--- config.mk ---
export PLATFORM = sky130hd
export DESIGN_NAME = ddr2_ext_mode
export DESIGN_NICKNAME = d
export VERILOG_FILES = /design/src/ddr2_ext_mode_pkg.sv /design/src/ddr2_ext_mode.sv /design/src/step_counter.sv
export VERILOG_INCLUDE_DIRS = /design/src
export SDC_FILE = /design/constraint.sdc
export NUM_CORES = 1
export LEC_CHECK = 0
export BUFFER_PORTS_ARGS = -buffer_cell sky130_fd_sc_hd__clkbuf_2
export CAP_MARGIN = 20
export CORE_MARGIN = 2
export CORE_UTILIZATION = 51
export CTS_CLUSTER_SIZE = 30
export DETAILED_ROUTE_END_ITERATION = 12
export GPL_TIMING_DRIVEN = 0
export PLACE_DENSITY = 0.76
export SYNTH_ARGS = -nofsm -noshare
export SYNTH_HDL_FRONTEND = slang
export SYNTH_SLANG_ARGS = --single-unit
--- constraint.sdc ---
create_clock -name aclk -period 3.1 [get_ports aclk]
set_input_delay 0.62 -clock aclk [delete_from_list [all_inputs] [get_ports aclk]]
set_output_delay 0.62 -clock aclk [all_outputs]
set_load 0.02 [all_outputs]
--- src/ddr2_ext_mode_regs.svh ---
// Constants for the extended mode register, calibration and termination block
`ifndef DDR2_EXT_MODE_REGS_SVH
`define DDR2_EXT_MODE_REGS_SVH

// Bank address selection for mode register set commands
`define BA_MAIN          3'h0
`define BA_DRV_TERM      3'h1
`define BA_REFRESH       3'h2
`define BA_SPARE         3'h3

// Field positions in the driver/termination mode register
`define DT_RTT_LO_BIT    2
`define DT_RTT_HI_BIT    6
`define DT_CAL_LSB       7
`define DT_CAL_MSB       9
`define DT_NDQS_DIS_BIT  10
`define DT_AL_LSB        3
`define DT_AL_MSB        5

// Field positions in the main mode register
`define MR_BL_LSB        0
`define MR_BL_MSB        2
`define MR_BL4_CODE      3'h2
`define MR_CL_LSB        4
`define MR_CL_MSB        6

// Refresh mode register: extended self refresh rate bit
`define RF_FAST_BIT      7

// Calibration operation codes on A9..A7
`define CAL_EXIT         3'h0
`define CAL_DRIVE_HIGH   3'h1
`define CAL_DRIVE_LOW    3'h2
`define CAL_ADJUST       3'h4
`define CAL_DEFAULT      3'h7

// Driver strength range and default step
`define STEP_MAX         4'hF
`define STEP_DEFAULT     4'h8

// AXI4-Lite register byte addresses
`define ADDR_MAIN        12'h000
`define ADDR_DRV_TERM    12'h004
`define ADDR_REFRESH     12'h008
`define ADDR_SPARE       12'h00C
`define ADDR_STATUS      12'h010
`define ADDR_CONTROL     12'h014
`define ADDR_TIMING      12'h018

// Timing defaults in link clock cycles
`define TOIT_CYC         8'h02
`define TMOD_MIN_CYC     8'h00
`define TMOD_MAX_CYC     8'h0C

`endif

--- src/ddr2_ext_mode_pkg.sv ---
// Types shared by the extended mode register block
package ddr2_ext_mode_pkg;
  typedef enum logic [1:0] {
    cal_idle,
    cal_drive,
    cal_adjust
  } cal_mode_t;

  typedef enum logic [2:0] {
    cap_idle,
    cap_wait,
    cap_bits,
    cap_apply
  } cap_state_t;
endpackage : ddr2_ext_mode_pkg

--- src/ddr2_ext_mode.sv ---
// Mode register decode, driver calibration and termination control
`timescale 1ns/1ps
`include "ddr2_ext_mode_regs.svh"
// Operation
// Set command with bank 010 loads refresh register from A0..A13.
// Controller precharges all banks, holds clock enable, waits tMRD.
// Controller writes refresh and spare registers during initialization.
// Controller drives refresh register bits low except A7.
// Controller sets A7 for fast self refresh above 85 C.
// Bank 011 loads spare register, which steers nothing.
// Controller writes zeros to spare register.
// Each calibration command is followed by calibration exit.
// A9..A7 select exit, drive high, drive low, adjust or default.
// Drive high sets data and strobe high, complement low; reverse.
// Controller sends 000 on A9..A7 outside calibration.
// Controller sets burst four and sends one code per adjust.
// Code bits raise or lower pull-up and pull-down strengths.
// One pull-up and one pull-down setting shared by all outputs.
// Sixteen steps; steps beyond either end are ignored.
// Adjust command keeps earlier additive latency; the code stores A5..A3 from every command, adjust included.
// Code burst arrives additive plus CAS latency minus one.
// Code bits are taken in fixed order DT0 to DT3.
// Outputs start tOIT after drive entry, stop tOIT after exit.
// Termination pin switches data, strobe, mask; complement if A10 low.
// Termination in active states, forced off in self refresh.
// New termination value takes effect within the tMOD window.
// A6 and A2 select nominal termination resistance.
// Controller holds termination pin low through tMOD window.
// Reserved adjustment code leaves both strengths unchanged.
module ddr2_ext_mode #(
  parameter int DQ_W = 16
) (
  // Clock and reset
  input  wire logic              aclk,
  input  wire logic              aresetn,
  // Memory link pins
  input  wire logic              mem_clk,
  input  wire logic              cke,
  input  wire logic              cs_n,
  input  wire logic              ras_n,
  input  wire logic              cas_n,
  input  wire logic              we_n,
  input  wire logic [2:0]        ba,
  input  wire logic [13:0]       addr,
  input  wire logic [DQ_W-1:0]   dq_in,
  input  wire logic              odt,
  input  wire logic              self_refresh,
  output logic      [DQ_W-1:0]   dq_out,
  output logic      [DQ_W-1:0]   dq_oe,
  output logic      [1:0]        dqs_out,
  output logic      [1:0]        dqs_n_out,
  output logic                   dqs_oe,
  // Termination state
  output logic                   term_dq_en,
  output logic                   term_dqs_n_en,
  output logic      [1:0]        term_rtt,
  // Driver strength
  output logic      [3:0]        pullup_step,
  output logic      [3:0]        pulldown_step,
  // AXI4-Lite slave
  input  wire logic [11:0]       s_axi_awaddr,
  input  wire logic              s_axi_awvalid,
  output logic                   s_axi_awready,
  input  wire logic [31:0]       s_axi_wdata,
  input  wire logic [3:0]        s_axi_wstrb,
  input  wire logic              s_axi_wvalid,
  output logic                   s_axi_wready,
  output logic      [1:0]        s_axi_bresp,
  output logic                   s_axi_bvalid,
  input  wire logic              s_axi_bready,
  input  wire logic [11:0]       s_axi_araddr,
  input  wire logic              s_axi_arvalid,
  output logic                   s_axi_arready,
  output logic      [31:0]       s_axi_rdata,
  output logic      [1:0]        s_axi_rresp,
  output logic                   s_axi_rvalid,
  input  wire logic              s_axi_rready
);
  // Three-stage sampling of the link pins; a change counts once
  // stages two and three agree
  localparam int PW = 6 + 3 + 14 + 2;
  wire  [PW-1:0] pin_raw = {mem_clk, cke, cs_n, ras_n, cas_n, we_n, ba,
                            addr, odt, self_refresh};
  logic [PW-1:0] pin_s1, pin_s2, pin_s3, pin_st;
  logic [DQ_W-1:0] dq_s1, dq_s2, dq_s3;

  always_ff @(posedge aclk) begin
    if (!aresetn) begin
      pin_s1 <= '0;
      pin_s2 <= '0;
      pin_s3 <= '0;
      dq_s1  <= '0;
      dq_s2  <= '0;
      dq_s3  <= '0;
    end else begin
      pin_s1 <= pin_raw;
      pin_s2 <= pin_s1;
      pin_s3 <= pin_s2;
      dq_s1  <= dq_in;
      dq_s2  <= dq_s1;
      dq_s3  <= dq_s2;
    end
  end

  // Per-bit filter: each bit takes a new value only when stages agree
  always_ff @(posedge aclk) begin
    if (!aresetn) begin
      pin_st <= '0;
    end else begin
      pin_st <= (pin_s2 & pin_s3) | (pin_st & (pin_s2 ^ pin_s3));
    end
  end

  wire        mclk_st  = pin_st[PW-1];
  wire        cke_st   = pin_st[PW-2];
  wire        cs_n_st  = pin_st[PW-3];
  wire        ras_n_st = pin_st[PW-4];
  wire        cas_n_st = pin_st[PW-5];
  wire        we_n_st  = pin_st[PW-6];
  wire [2:0]  ba_st    = pin_st[PW-7 -: 3];
  wire [13:0] addr_st  = pin_st[PW-10 -: 14];
  wire        odt_st   = pin_st[1];
  wire        sr_st    = pin_st[0];

  logic mclk_prev;
  always_ff @(posedge aclk) begin
    if (!aresetn) begin
      mclk_prev <= 1'b0;
    end else begin
      mclk_prev <= mclk_st;
    end
  end
  wire link_tick = mclk_st && !mclk_prev;

  // Command decode at each link clock rising edge
  wire is_mrs = link_tick && cke_st && !cs_n_st && !ras_n_st &&
                !cas_n_st && !we_n_st;
  wire wr_main    = is_mrs && (ba_st == `BA_MAIN);
  wire wr_drvterm = is_mrs && (ba_st == `BA_DRV_TERM);
  wire wr_refresh = is_mrs && (ba_st == `BA_REFRESH);
  wire wr_spare   = is_mrs && (ba_st == `BA_SPARE);
  wire is_write   = link_tick && cke_st && !cs_n_st && ras_n_st &&
                    !cas_n_st && !we_n_st;

  logic [13:0] main_reg, drvterm_reg, refresh_reg, spare_reg;
  always_ff @(posedge aclk) begin
    if (!aresetn) begin
      main_reg    <= '0;
      drvterm_reg <= '0;
      refresh_reg <= '0;
      spare_reg   <= '0;
    end else begin
      if (wr_main) main_reg <= addr_st;
      // Additive latency field is stored whatever the calibration code
      if (wr_drvterm) drvterm_reg <= addr_st;
      if (wr_refresh) refresh_reg <= addr_st;
      if (wr_spare) spare_reg <= addr_st;
    end
  end

  // Calibration mode control
  wire [2:0] cal_code = addr_st[`DT_CAL_MSB:`DT_CAL_LSB];
  ddr2_ext_mode_pkg::cal_mode_t cal_mode;
  logic drive_level;
  logic [7:0] oit_cnt;
  logic drv_on;
  logic [7:0] toit_cyc;

  always_ff @(posedge aclk) begin
    if (!aresetn) begin
      cal_mode    <= ddr2_ext_mode_pkg::cal_idle;
      drive_level <= 1'b0;
    end else if (wr_drvterm) begin
      unique case (cal_code)
        `CAL_DRIVE_HIGH: begin
          cal_mode    <= ddr2_ext_mode_pkg::cal_drive;
          drive_level <= 1'b1;
        end
        `CAL_DRIVE_LOW: begin
          cal_mode    <= ddr2_ext_mode_pkg::cal_drive;
          drive_level <= 1'b0;
        end
        `CAL_ADJUST: cal_mode <= ddr2_ext_mode_pkg::cal_adjust;
        default:     cal_mode <= ddr2_ext_mode_pkg::cal_idle;
      endcase
    end
  end

  // Output drivers follow drive mode after tOIT link clocks
  wire drive_req = (cal_mode == ddr2_ext_mode_pkg::cal_drive);
  always_ff @(posedge aclk) begin
    if (!aresetn) begin
      oit_cnt <= '0;
      drv_on  <= 1'b0;
    end else if (drive_req == drv_on) begin
      oit_cnt <= '0;
    end else if (link_tick) begin
      if (oit_cnt >= toit_cyc) begin
        drv_on  <= drive_req;
        oit_cnt <= '0;
      end else begin
        oit_cnt <= oit_cnt + 8'h01;
      end
    end
  end

  always_ff @(posedge aclk) begin
    if (!aresetn) begin
      dq_out    <= '0;
      dq_oe     <= '0;
      dqs_out   <= '0;
      dqs_n_out <= '0;
      dqs_oe    <= 1'b0;
    end else begin
      dq_out    <= {DQ_W{drive_level}};
      dqs_out   <= {2{drive_level}};
      dqs_n_out <= {2{!drive_level}};
      dq_oe     <= {DQ_W{drv_on}};
      dqs_oe    <= drv_on;
    end
  end

  // Adjust code capture: wait write latency, then four bit-times
  wire [2:0] al = drvterm_reg[`DT_AL_MSB:`DT_AL_LSB];
  wire [2:0] cl = main_reg[`MR_CL_MSB:`MR_CL_LSB];
  wire [7:0] wl = 8'({5'h0, al}) + 8'({5'h0, cl}) - 8'h01;
  ddr2_ext_mode_pkg::cap_state_t cap_state;
  logic [7:0] cap_cnt;
  logic [3:0] code;
  logic [1:0] bit_idx;
  wire  dq0 = dq_s3[0];

  always_ff @(posedge aclk) begin
    if (!aresetn) begin
      cap_state <= ddr2_ext_mode_pkg::cap_idle;
      cap_cnt   <= '0;
      code      <= '0;
      bit_idx   <= '0;
    end else begin
      unique case (cap_state)
        ddr2_ext_mode_pkg::cap_idle: begin
          if (is_write && cal_mode == ddr2_ext_mode_pkg::cal_adjust) begin
            cap_state <= ddr2_ext_mode_pkg::cap_wait;
            cap_cnt   <= 8'h01;
          end
        end
        ddr2_ext_mode_pkg::cap_wait: begin
          if (link_tick) begin
            if (cap_cnt >= wl) begin
              // DT0 sits on the very edge that ends the write latency
              cap_state <= ddr2_ext_mode_pkg::cap_bits;
              code[0]   <= dq0;
              bit_idx   <= 2'h1;
            end else begin
              cap_cnt <= cap_cnt + 8'h01;
            end
          end
        end
        ddr2_ext_mode_pkg::cap_bits: begin
          // Both edges carry data; sampled on each link clock change
          if (mclk_st != mclk_prev) begin
            code[bit_idx] <= dq0;
            bit_idx       <= bit_idx + 2'h1;
            if (bit_idx == 2'h3) begin
              cap_state <= ddr2_ext_mode_pkg::cap_apply;
            end
          end
        end
        ddr2_ext_mode_pkg::cap_apply: begin
          cap_state <= ddr2_ext_mode_pkg::cap_idle;
        end
        default: cap_state <= ddr2_ext_mode_pkg::cap_idle;
      endcase
    end
  end

  // code[0]=DT0 .. code[3]=DT3
  wire pu_up  = code[3] && !code[2];
  wire pu_dn  = code[2] && !code[3];
  wire pd_up  = code[1] && !code[0];
  wire pd_dn  = code[0] && !code[1];
  wire [1:0] pu_cnt = 2'(code[3]) + 2'(code[2]);
  wire [1:0] pd_cnt = 2'(code[1]) + 2'(code[0]);
  wire code_ok = (pu_cnt <= 2'h1) && (pd_cnt <= 2'h1);
  wire apply   = (cap_state == ddr2_ext_mode_pkg::cap_apply) && code_ok;
  wire load_def = wr_drvterm && (cal_code == `CAL_DEFAULT);

  // One shared setting for every data and strobe output
  step_counter u_pullup (
    .aclk         (aclk),
    .aresetn      (aresetn),
    .load_default (load_def),
    .up           (apply && pu_up),
    .down         (apply && pu_dn),
    .step         (pullup_step)
  );

  step_counter u_pulldown (
    .aclk         (aclk),
    .aresetn      (aresetn),
    .load_default (load_def),
    .up           (apply && pd_up),
    .down         (apply && pd_dn),
    .step         (pulldown_step)
  );

  // Termination resistance updates after a tMOD delay
  logic [7:0] tmod_cyc;
  logic [7:0] mod_cnt;
  logic       mod_pend;
  always_ff @(posedge aclk) begin
    if (!aresetn) begin
      term_rtt <= '0;
      mod_cnt  <= '0;
      mod_pend <= 1'b0;
    end else if (wr_drvterm) begin
      mod_pend <= 1'b1;
      mod_cnt  <= '0;
    end else if (mod_pend && link_tick) begin
      if (mod_cnt >= tmod_cyc) begin
        term_rtt <= {drvterm_reg[`DT_RTT_HI_BIT],
                     drvterm_reg[`DT_RTT_LO_BIT]};
        mod_pend <= 1'b0;
      end else begin
        mod_cnt <= mod_cnt + 8'h01;
      end
    end
  end

  wire term_on = odt_st && cke_st && !sr_st;
  always_ff @(posedge aclk) begin
    if (!aresetn) begin
      term_dq_en    <= 1'b0;
      term_dqs_n_en <= 1'b0;
    end else begin
      term_dq_en    <= term_on;
      term_dqs_n_en <= term_on && !drvterm_reg[`DT_NDQS_DIS_BIT];
    end
  end

  // AXI4-Lite slave: write address and data taken in either order
  logic        aw_got, w_got;
  logic [11:0] aw_addr;
  logic [31:0] w_data;
  logic [3:0]  w_strb;
  assign s_axi_awready = !aw_got && !s_axi_bvalid;
  assign s_axi_wready  = !w_got && !s_axi_bvalid;
  wire  wr_go = aw_got && w_got;

  always_ff @(posedge aclk) begin
    if (!aresetn) begin
      aw_got       <= 1'b0;
      w_got        <= 1'b0;
      aw_addr      <= '0;
      w_data       <= '0;
      w_strb       <= '0;
      s_axi_bvalid <= 1'b0;
      s_axi_bresp  <= 2'h0;
      toit_cyc     <= `TOIT_CYC;
      tmod_cyc     <= `TMOD_MAX_CYC;
    end else begin
      if (s_axi_awvalid && s_axi_awready) begin
        aw_got  <= 1'b1;
        aw_addr <= s_axi_awaddr;
      end
      if (s_axi_wvalid && s_axi_wready) begin
        w_got  <= 1'b1;
        w_data <= s_axi_wdata;
        w_strb <= s_axi_wstrb;
      end
      if (wr_go) begin
        aw_got       <= 1'b0;
        w_got        <= 1'b0;
        s_axi_bvalid <= 1'b1;
        s_axi_bresp  <= (aw_addr == `ADDR_TIMING) ? 2'h0 : 2'h2;
        if (aw_addr == `ADDR_TIMING) begin
          if (w_strb[0]) toit_cyc <= w_data[7:0];
          if (w_strb[1]) tmod_cyc <= w_data[15:8];
        end
      end else if (s_axi_bvalid && s_axi_bready) begin
        s_axi_bvalid <= 1'b0;
      end
    end
  end

  wire [31:0] status_word = {20'h0, drv_on, mod_pend, 2'(cal_mode),
                             pulldown_step, pullup_step};
  wire [31:0] rd_mux =
    (s_axi_araddr == `ADDR_MAIN)     ? {18'h0, main_reg}    :
    (s_axi_araddr == `ADDR_DRV_TERM) ? {18'h0, drvterm_reg} :
    (s_axi_araddr == `ADDR_REFRESH)  ? {18'h0, refresh_reg} :
    (s_axi_araddr == `ADDR_SPARE)    ? {18'h0, spare_reg}   :
    (s_axi_araddr == `ADDR_STATUS)   ? status_word          :
    (s_axi_araddr == `ADDR_TIMING)   ? {16'h0, tmod_cyc, toit_cyc} :
                                       32'h0;
  wire rd_hit = (s_axi_araddr <= `ADDR_STATUS) ||
                (s_axi_araddr == `ADDR_TIMING);
  assign s_axi_arready = !s_axi_rvalid;

  always_ff @(posedge aclk) begin
    if (!aresetn) begin
      s_axi_rvalid <= 1'b0;
      s_axi_rdata  <= '0;
      s_axi_rresp  <= 2'h0;
    end else if (s_axi_arvalid && s_axi_arready) begin
      s_axi_rvalid <= 1'b1;
      s_axi_rdata  <= rd_mux;
      s_axi_rresp  <= (rd_hit && s_axi_araddr[1:0] == 2'h0) ? 2'h0 : 2'h2;
    end else if (s_axi_rvalid && s_axi_rready) begin
      s_axi_rvalid <= 1'b0;
    end
  end
endmodule : ddr2_ext_mode

--- src/step_counter.sv ---
// Saturating driver strength step counter
`timescale 1ns/1ps
`include "ddr2_ext_mode_regs.svh"
module step_counter (
  // Clock and reset
  input  wire logic       aclk,
  input  wire logic       aresetn,
  // Control
  input  wire logic       load_default,
  input  wire logic       up,
  input  wire logic       down,
  // State
  output logic [3:0]      step
);
  wire at_top    = (step == `STEP_MAX);
  wire at_bottom = (step == 4'h0);

  always_ff @(posedge aclk) begin
    if (!aresetn) begin
      step <= `STEP_DEFAULT;
    end else if (load_default) begin
      step <= `STEP_DEFAULT;
    end else if (up && !down && !at_top) begin
      step <= step + 4'h1;
    end else if (down && !up && !at_bottom) begin
      step <= step - 4'h1;
    end
  end
endmodule : step_counter

**Yosys cells after proc, flatten, opt, wreduce, memory -nomap -nowiden**

Cells that the tools add are included.

- Bits in registers: 301
- Output and inout bits: 90
- Input bits: 108
- Logic and storage cells: 248

- Reductions and logical operators: 103
- Add/sub/neg operators: 12
- $lt $le $gt $ge: 8
- Equal/unequal tests: 29
- Mux-type cells: 43
- Bitwise logic cells: 8

Operators with widths:

| operator | number |
|---|---|
| $mux 16 | 6 |
| $and 25x25->25 | 2 |
| $logic_and 1x1->1 | 47 |
| $eq 12x5->1 const B | 3 |
| $mux 8 | 4 |
| $or 25x25->25 | 1 |
| $xor 25x25->25 | 1 |
| $add 8x1->8 const B | 3 |
| $eq 12x4->1 const B | 2 |
| $ge 8x8->1 | 3 |
| $logic_not 1->1 | 24 |
| $reduce_bool 2->1 | 9 |
| $mux 4 | 4 |
| $pmux 8 s2 | 1 |
| $eq 3x2->1 const B | 5 |
| $mux 3 | 5 |
| $eq 12x3->1 const B | 1 |
| $le 12x5->1 const B | 1 |
| $logic_not 12->1 | 1 |
| $ne 2x2->1 const B | 6 |
| $reduce_and 3->1 | 4 |
| $mux 1 | 11 |
| $mux 2 | 5 |
| $reduce_or 2->1 | 5 |
| other kinds (29) | 49 |

**Longest topological paths before layout**

Gate-level depths: netlist (run 1).

- Word-level depth: 10
- Depth in mapped cells: 12
- Gate-level depth less buffers: 12

**By module**

Synthesis (run 1) repeated with hierarchy kept, for this count alone.

- Cell total of the unflattened synthesis: 1356
- Area total of the unflattened synthesis: 12208.0 sq um

Modules (own cells, without submodules):

| module | cells each | seq. area each (sq um) | times used | area an instance (sq um) |
|---|---|---|---|---|
| ddr2_ext_mode | 1297 | 5445.2 | 1 | 11624.9 |
| step_counter (u_pulldown) | 30 | 80.1 | 1 | 305.3 |
| step_counter (u_pullup) | 29 | 80.1 | 1 | 277.8 |

**Worst setup path after synthesis (run 1)**

Ideal clock, no wire load.

- Kind: register to register
- Start point: register main_reg[5]
- End point: register cap_cnt[4]
- Path buffers: 0
- Clock period less this slack: 2.884 ns
- Cell stages (with the launch flop): 12
- Required time: 3.028 ns
- Library setup time: 0.072 ns
- Data arrival time: 2.813 ns
- Slack: 0.216 ns
- Cells stage by stage: dfxtp_1 > inv_1 > ha_1 > inv_1 > ha_1 > fa_1 > inv_1 > ha_1 > a2111oi_0 > o31ai_1 > a211oi_1 > mux2i_1

- Longest elaborated chain between the ends: 5

RTL lines:

| element | line | source |
|---|---|---|
| from (decl) | ddr2_ext_mode.sv:145 | `logic [13:0] main_reg, drvterm_reg, refresh_reg, spare_reg;` |
| from (signal assigned) | ddr2_ext_mode.sv:153 | `if (wr_main) main_reg <= addr_st;` |
| $add 3x3->4 | ddr2_ext_mode.sv:226 | `wire [7:0] wl = 8'({5'h0, al}) + 8'({5'h0, cl}) - 8'h01;` |
| $sub 4x1->5 | ddr2_ext_mode.sv:226 |  |
| $ge 8x8->1 | ddr2_ext_mode.sv:249 | `if (cap_cnt >= wl) begin` |
| $ne 2x2->1 (no source line) | n/a |  |
| $reduce_and 4->1 (no source line) | n/a |  |
| to (signal assigned) | ddr2_ext_mode.sv:255 | `cap_cnt <= cap_cnt + 8'h01;` |
| to (decl) | ddr2_ext_mode.sv:228 | `logic [7:0] cap_cnt;` |

Every way passes these cells.
A chain may end at the register's enable or synchronous reset.

**Final worst setup path (run 1)**

- Start point: register main_reg[5]
- End point: register cap_cnt[7]

Same word-level chain as after synthesis.

==> impl_metrics.toml, run 1 <==
[power]
p_leak_nw = 6.172
seqPwrFrac_pct = 47.6
combPwrFrac_pct = 5.6
p_int_mw = 6.080
swShare_pct = 22.35
power.density_mw_per_mm2 = 542.5
ir_drop_uv = 424.1
pwr-share-clk_pct = 46.7
net-switching-power_mw = 1.750

[global_routing]
track_usage_pct = 23.83
grt_max_degree = 19
grt_pass1_vias = 9527
grt_overflow = 0
grt_first_pass_wirelength_mm = 47.84
antenna_found_initial = 0

[worst_setup_path]
cp-startpoint = "main_reg[5]"
path_class = "reg2reg"
cp-start-kind = "flip-flop"
crit_arrival_ns = 3.36
critPathMaxFanout = 4
cp_data_required_time_ns = 3.57
crit_path_end_kind = "flip-flop"
r2r-start = "main_reg[5]"

[yosys]
synth_edf_count = 0
syn_area_mm2 = 0.01216
synth_most_common_cell = "dfxtp_1"
synthTopCellsByCount = "dfxtp_1 (280), nand2_1 (218), a21oi_1 (145)"
netlist_top_cells_area = "dfxtp_1 (46%), ha_1 (7.2%), nand2_1 (6.7%)"
synth_top_area_cell = "dfxtp_1"
synth_cells = 1400
avgSynthCellArea_um2 = 8.689
synth_cell_types = 62
yosysWarnings = 0
synth_seq_area_share_pct = 46.08
async_flop_share_pct = 0
synthFlopType = "dfxtp_1"
synth_top_area_share_pct = 46.08
synth-seq-cells = 280

[route]
postRouteWirelength_mm = 30.00
drtAntennaViolNets = 0
wl_per_cell_um = 15.49
drc_errors = 0
drt-initial-drc-count = 629
via_per_inst = 5.279
via_count = 10220
first_pass_iters = 5

[cts]
cts_made_buffers = 29
clk_latency_ns = 0.55
cts_tree = "done"
clock_sinks = 280
htree_num_levels = 1
cts.path.max_buffers = 3
clk_pin_slew_ns = 0.06
clockRootBuffer = "clkbuf_16"
post-cts-setup-buffer-count = 0

[timing]
relSlewSlack_pct = 37.75
rsz0062_at_grt = "false"
setup_viol = 0
fin_setup_tns_ns = 0
finalHoldViolations = 0
finalClockSkew_ns = 0.009394
max_freq_ghz = 0.3455
tightestPinTransition_ns = 0.9221
period_share_pct = 93.38
fin_crit_ns = 2.895
drv_slew = 0

[floorplan]
rows = 56
die_w_um = 158.4
fp.coreArea_mm2 = 0.02347
die-area_mm2 = 0.02510
io_pins = 198
start_util_pct = 51.82
die_h_um = 158.4

[placed_design]
dpl.hpwl_mm = 22.32
gp_congestion = 0.9470
placement.io_buffers = 146
place_area_mm2 = 0.01336
placed_cells = 1882

[finish]
fin_cells = 1936
areaGrowthSynthToFinish_pct = 18.66
antenna_cells = 0
final_util_pct = 61.49
finalInstanceArea_mm2 = 0.01443
drive_gt1_share_pct = 17.07
nets = 1775

[run]
maxCapViolCount = 0

[outcome]
status = "completed"

[worst_hold_path]
min_from = "s_axi_rready"
min_path_type = "in2reg"
## path summary, 6_finish.rpt
check	end	slack, ns	cells after the start
min	s_axi_rvalid	0.26	2
min reg2reg	pin_s2[0]	0.43	1
max	cap_cnt[7]	0.21	12
max reg2reg	cap_cnt[7]	0.21	12
## layer usage
metal	share of wire, %	track usage, %
met1	44	31.47
met2	46	40.19
met3	6.7	3.157
met4	2.8	8.366
met5	0	0
## critical path: stages, from the launching register on
cell	delay (ns)
dfxtp_1	0.35
inv_1	0.06
ha_1	0.27
inv_1	0.04
ha_1	0.21
fa_1	0.49
inv_1	0.04
ha_1	0.26
o21a_1	0.16
nor2_1	0.28
nor4_2	0.15
nor4_2	0.29
mux2i_1	0.23
## cell families (layout without fill, tap and decap cells)
family	Yosys count	count (layout)	synth area share, %
adders and majority gates	73	73	7.694
buffers and inverters	165	365	6.809
DFF	280	280	46.08
muxes	33	33	2.757
AOI/OAI and AO/OA	278	278	13.49
and+or+nand+nor	551	551	21.78
other	1	18	0.03083
xor gates and xnor gates	19	19	1.368
## stage by stage
stage | hold WS, ns | power [mW] | setup WS, ns
finish | 0.2568 | 7.830 | 0.2052
global route | 0.2663 | 8.090 | 0.001861
CTS | 0.2472 | 7.880 | 0.1016
detailed placement | 0.4169 | 4.244 | -0.1396
global placement | 0.4151 | 4.234 | -0.04367
floorplan | 0.4119 | 4.074 | 0.2158
## final cells by class
cell class	instances	area [µm²]
Buffer	121	663.1
Clock inverter	17	220.2
Inverter	44	165.2
Clock buffer	37	795.8
Fill cell	2082	9039
Multi-Input combinational cell	972	5854
Tap cell	319	399.1
Timing Repair Buffer	146	730.7
Sequential cell	280	5605
## power by group through the flow
stage | logic [mW] | clock network (mW) | registers (mW)
after floorplan | 0.261 | 0 | 3.81
after global placement | 0.428 | 0 | 3.81
after detailed placement | 0.435 | 0 | 3.81
after CTS | 0.439 | 3.71 | 3.73
after global routing | 0.491 | 3.86 | 3.74
final | 0.442 | 3.66 | 3.73
## cell usage in the layout (no fill, tap or decap), types with 9 or more instances in the layout
cell type / Yosys / layout
buf_4: 52 / 52
conb_1: 1 / 18
nor2b_1: 18 / 18
inv_1: 44 / 44
a21boi_0: 11 / 10
ha_1: 70 / 70
nand2_1: 218 / 218
dfxtp_1: 280 / 280
a21oi_1: 145 / 145
clkbuf_2: 0 / 146
clkbuf_16: 0 / 29
a31oi_1: 16 / 16
clkbuf_1: 59 / 63
mux2i_1: 29 / 29
nand4_1: 12 / 12
nand2b_1: 15 / 15
nor2_1: 103 / 103
nor3_1: 10 / 9
clkinv_2: 0 / 9
xnor2_1: 11 / 11
o21ai_0: 35 / 35
and2_1: 87 / 87
and3_1: 11 / 11
o311ai_0: 11 / 10
a211oi_1: 12 / 12
nand3_1: 39 / 39
## timing repair
| action | CTS | global route |
|---|---|---|
| hold buffers | 0 | 0 |
| endpoints found under the setup margin | 7 | 5 |
| pin swaps | 0 | 0 |
| resized for setup | 3 | 9 |
Power figures use the tool's default switching activity.
==> run 2, diff against run 1 <==
==> constraint.sdc (replaced) <==
create_clock -name aclk -period 3.1 [get_ports aclk]
set_input_delay 0.155 -clock aclk [delete_from_list [all_inputs] [get_ports aclk]]
set_output_delay 0.155 -clock aclk [all_outputs]
set_load 0.02 [all_outputs]
==> impl_metrics.toml, run 2 (same netlist as run 1, synthesis figures left out) <==
[placed_design]
dpl.hpwl_mm = 22.32
placed_cells = 1882
placement.io_buffers = 146
gp_congestion = 0.9470
place_area_mm2 = 0.01336

[finish]
finalInstanceArea_mm2 = 0.01505
antenna_cells = 0
final_common_cell = "dfxtp_1"
num-fill-cells = 2006
final_cell_mix = "dfxtp_1 (280), nand2_1 (218), clkbuf_2 (146)"
fin_cells = 1998
areaGrowthSynthToFinish_pct = 23.76
nets = 1837
drive_gt1_share_pct = 16.44

[worst_setup_path]
critPathMaxFanout = 4
crit_path_end_kind = "flip-flop"
cp_data_required_time_ns = 3.57
slowest_stage = "fa_1"
ff2ff_path_depth = 12
worstPathCellList = "inv_1 -> ha_1 -> inv_1 -> ha_1 -> fa_1 -> inv_1 -> ha_1 -> o21a_1 -> nor2_1 -> nor4_2 -> nor4_2 -> mux2i_1"
cp-start-kind = "flip-flop"
r2r-start = "main_reg[5]"
crit_arrival_ns = 3.36
max_stage_delay_ns = 0.49
cp-startpoint = "main_reg[5]"
path_class = "reg2reg"

[cts]
cts_made_buffers = 29
clk_pin_slew_ns = 0.06
clk_latency_ns = 0.55
cts_tree = "done"
clockRootBuffer = "clkbuf_16"
post-cts-setup-buffer-count = 0
htree_num_levels = 1
cts.path.max_buffers = 3
clock_sinks = 280

[floorplan]
die_w_um = 158.4
start_util_pct = 51.82
fp.coreArea_mm2 = 0.02347
die_h_um = 158.4
io_pins = 198
die-area_mm2 = 0.02510
rows = 56

[global_routing]
antenna_found_initial = 0
grt_overflow = 0
grt_pass1_vias = 9846
grt_first_pass_wirelength_mm = 49.33
grt_max_degree = 19
track_usage_pct = 24.57

[route]
drtAntennaViolNets = 0
via_per_inst = 5.258
via_count = 10510
first_pass_iters = 5
wl_per_cell_um = 15.47
postRouteWirelength_mm = 30.91
drt-initial-drc-count = 677
drc_errors = 0

[timing]
relSlewSlack_pct = 37.15
fin_setup_tns_ns = 0
period_share_pct = 93.28
finalHoldViolations = 0
finalClockSkew_ns = 0.007937
rsz0062_at_grt = "false"
tightestPinTransition_ns = 0.9310
setup_viol = 0
max_freq_ghz = 0.3458
fin_crit_ns = 2.892
drv_slew = 0

[worst_hold_path]
min_from = "s_axi_araddr[4]"
min_path_type = "in2reg"
hold_depth = 3

[power]
p_leak_nw = 6.438
power.density_mw_per_mm2 = 524.9
ir_drop_uv = 426.8

[run]
maxCapViolCount = 0

[outcome]
status = "completed"
-- run 2: cell types whose count changed in the layout (fill, tap and decap cells not counted) --
| cell | delta |
|---|---|
| dlygate4sd3_1 | +62 |
-- run 2: power breakdown --
part | switching (mW) | internal [mW] | leakage, nW
sequential | 0.0444 | 3.69 | 2.28
combinational | 0.295 | 0.214 | 3.66
clock | 1.43 | 2.23 | 0.506
-- run 2: repair_timing --
item	CTS	global route
pin swaps	0	0
gates resized for setup	3	9
endpoints found under the hold margin	58	0
hold buffers	62	0
endpoints found under the setup margin	7	5
-- run 2: per-stage QoR --
stage	total power [mW]	hold slack (ns)	util [%]	worst slack, ns
5_1_grt	8.162	0.1289	64.14	0.001861
3_5_place_dp	4.244	0.3482	56.91	-0.1396
6_report	7.903	0.1379	64.14	0.2082
2_1_floorplan	4.074	0.2540	-	0.2158
3_3_place_gp	4.234	0.3393	56.91	-0.04367
4_1_cts	7.941	0.08529	63.93	0.1016
-- run 2: path summary, 6_finish.rpt --
kind / endpoint / slack, ns
hold reg to reg: pin_s2[0] / 0.43
setup reg to reg: cap_cnt[7] / 0.21
hold / removal: s_axi_rresp[1] / 0.14
setup / recovery: cap_cnt[7] / 0.21
-- run 2: cell type report --
type                       count  area (µm²)  area share (%)
buffer                       121       663.1           4.405
inverter                      44       165.2           1.097
clock buffer                  37       795.8           5.286
clock inverter                17       220.2           1.463
sequential                   280        5605           37.23
tap                          319       399.1           2.651
timing repair buffer         208        1351           8.976
multi-input combinational    972        5854           38.89
-- run 2: critical path, delay by kind of cell (launching register included) --
family                     cells  cell delay (ns)
and+or+nand+nor                3             0.71
AOI/OAI and AO/OA              1             0.16
DFF                            1             0.35
buffers and inverters          3             0.14
adders and majority gates      4             1.23
muxes                          1             0.23
-- run 2: per-layer routing --
metal | up-vias | wire length [µm] | GRT usage (%)
li1 | 5226 | - | -
met1 | 4846 | 13460 | 32.04
met2 | 371 | 14380 | 42.13
met3 | 62 | 2155 | 3.048
met4 | 0 | 917 | 8.494
met5 | - | 0 | 0
==> run 3, diff against run 2 <==
--- a/config.mk
+++ b/config.mk
@@ -6,6 +6,7 @@
 export SDC_FILE = /design/constraint.sdc
 export NUM_CORES = 1
 export LEC_CHECK = 0
+export ABC_AREA = 1
 export BUFFER_PORTS_ARGS = -buffer_cell sky130_fd_sc_hd__clkbuf_2
 export CAP_MARGIN = 20
 export CORE_MARGIN = 2
==> impl_metrics.toml, run 3 <==
[yosys]
synth_most_common_cell = "dfxtp_1"
synth_seq_area_share_pct = 45.21
synth_top_area_cell = "dfxtp_1"
synth_cells = 1591
netlist_top_cells_area = "dfxtp_1 (45%), nand2_1 (7.7%), ha_1 (7.1%)"
synth-seq-cells = 280
yosysWarnings = 0
synth_edf_count = 0
synth_cell_types = 47
async_flop_share_pct = 0
synthFlopType = "dfxtp_1"
synth_top_area_share_pct = 45.21
synthTopCellsByCount = "dfxtp_1 (280), nand2_1 (254), inv_1 (213)"
syn_area_mm2 = 0.01240
avgSynthCellArea_um2 = 7.793

[power]
p_leak_nw = 7.233
finalPower_mw = 7.987
combPwrFrac_pct = 9.4
seqPwrFrac_pct = 47.5
ir_drop_uv = 432.5
net-switching-power_mw = 1.917
power.density_mw_per_mm2 = 525.8
swShare_pct = 24.00
pwr-share-clk_pct = 43.2
p_int_mw = 6.070

[timing]
period_share_pct = 91.73
fin_crit_ns = 2.844
fin_setup_tns_ns = 0
setup_viol = 0
relSlewSlack_pct = 42.47
drv_slew = 0
max_freq_ghz = 0.3517
rsz0062_at_grt = "false"
hold_slack_ns = 0.07064
finalHoldViolations = 0
finalClockSkew_ns = 0.007543
tightestPinTransition_ns = 0.8629

[worst_setup_path]
worstPathCellList = "inv_1 -> ha_1 -> inv_1 -> ha_1 -> fa_1 -> xnor2_1 -> ha_1 -> nand2_1 -> inv_1 -> nand2_1 -> nand2_1 -> nand2_1 -> nand4_1 -> buf_4 -> nand2_4 -> nand2_2 -> nand2_1 -> a21oi_1"
crit_path_frequent_cell = "nand2_1"
cp.buffers_inverters = 4
path_class = "reg2reg"
crit_arrival_ns = 3.25
ff2ff_path_depth = 18
rrSetupSlack_ns = 0.26
critPathMaxFanout = 9
cp-start-kind = "flip-flop"
crit_cells = 18
slowest_stage = "fa_1"
max_stage_delay_ns = 0.38
cp_data_required_time_ns = 3.51
cp_top_family = "adder cells"
crit_path_end_kind = "flip-flop"

[finish]
final_cell_mix = "dfxtp_1 (280), nand2_1 (253), inv_1 (213)"
finalInstanceArea_mm2 = 0.01519
final_common_cell = "dfxtp_1"
fin_cells = 2195
areaGrowthSynthToFinish_pct = 22.49
nets = 2030
drive_gt1_share_pct = 17.05
num-fill-cells = 2047
antenna_cells = 0

[placed_design]
gp_congestion = 0.8871
place_area_mm2 = 0.01360
placement.io_buffers = 146
placed_cells = 2078
dpl.hpwl_mm = 21.38

[floorplan]
die_w_um = 159.9
io_pins = 198
die-area_mm2 = 0.02558
rows = 57
fp.coreArea_mm2 = 0.02411
start_util_pct = 51.44
die_h_um = 159.9

[global_routing]
grt_overflow = 0
grt_use_met3_pct = 3.532
track_usage_pct = 22.97
grt.met2_usage_pct = 39.81
grt_first_pass_wirelength_mm = 48.64
grt_pass1_vias = 10060
met1_usage_pct = 29.12
antenna_found_initial = 0
grt_max_degree = 19
grt.busiest_layer = "met2"

[route]
drc_errors = 0
wl_per_cell_um = 13.64
first_pass_iters = 5
drtAntennaViolNets = 0
postRouteWirelength_mm = 29.94
drt-initial-drc-count = 831
via_per_inst = 4.991
via_count = 10960

[cts]
clk_pin_slew_ns = 0.06
cts_made_buffers = 29
clockRootBuffer = "clkbuf_16"
clk_latency_ns = 0.54
clock_sinks = 280
cts_tree = "done"
cts.path.max_buffers = 3
htree_num_levels = 1

[run]
maxCapViolCount = 0

[outcome]
status = "completed"

[worst_hold_path]
min_path_type = "in2reg"
hold_depth = 5
[run 3: final cells by class]
cell class | instances | area [µm²] | area share, %
Buffer | 110 | 685.7 | 4.514
Clock buffer | 44 | 822.0 | 5.412
Clock inverter | 9 | 123.9 | 0.8156
Inverter | 219 | 827.0 | 5.445
Multi-Input combinational cell | 999 | 5353 | 35.24
Sequential cell | 280 | 5605 | 36.91
Tap cell | 324 | 405.4 | 2.669
Timing Repair Buffer | 210 | 1366 | 8.996
[run 3: worst paths after layout]
kind                  startpoint    endpoint
hold / removal     s_axi_awvalid  aw_addr[0]
hold reg to reg        pin_s1[0]   pin_s2[0]
setup / recovery  drvterm_reg[4]  cap_cnt[0]
setup reg to reg  drvterm_reg[4]  cap_cnt[0]
[run 3: cell families (layout without fill, tap and decap cells)]
| kind of cell | count (synthesis) | count (layout) | synth area share [%] |
|---|---|---|---|
| XOR/XNOR | 17 | 17 | 1.201 |
| flip-flops | 280 | 280 | 45.21 |
| AO/OA/AOI/OAI | 271 | 271 | 11.74 |
| adder cells (fa/ha/maj) | 73 | 73 | 7.548 |
| other | 1 | 18 | 0.03024 |
| buffers and inverters | 329 | 592 | 12.20 |
| AND/OR/NAND/NOR | 620 | 620 | 22.08 |
[run 3: timing repair]
| action | in CTS | in global routing |
|---|---|---|
| setup buffers | 0 | 2 |
| gates resized for setup | 0 | 2 |
| endpoints found under the setup margin | 0 | 10 |
| hold buffers | 62 | 0 |
| hold endpoints to repair | 59 | 0 |
[run 3: worst register-to-register path, cell delays in order, from the launching register on]
cell and delay (ns):
dfxtp_1 0.33, inv_1 0.07, ha_1 0.27, inv_1 0.04, ha_1 0.21, fa_1 0.38
xnor2_1 0.19, ha_1 0.27, nand2_1 0.07, inv_1 0.04, nand2_1 0.05, nand2_1 0.04
nand2_1 0.06, nand4_1 0.08, buf_4 0.18, nand2_4 0.11, nand2_2 0.13, nand2_1 0.11
a21oi_1 0.07
[run 3: through the flow]
stage	utilization [%]	setup WS [ns]
after floorplan	-	0.4700
after global placement	56.42	0.07605
after detailed placement	56.42	0.04690
after CTS	62.91	0.003816
after global routing	63.01	0.01716
final	63.01	0.2564
[run 3: metal layers]
layer	up-vias	wire [µm]
met5	-	0
met4	0	952
met3	78	1974
met2	356	14190
met1	4989	12820
li1	5532	-
[run 3: power by group through the flow]
stage	registers (mW)	clock network, mW	logic (mW)
after floorplan	3.85	0	0.447
after global routing	3.80	3.65	0.837
after CTS	3.79	3.49	0.705
final	3.79	3.45	0.748
after detailed placement	3.87	0	0.634
after global placement	3.86	0	0.618
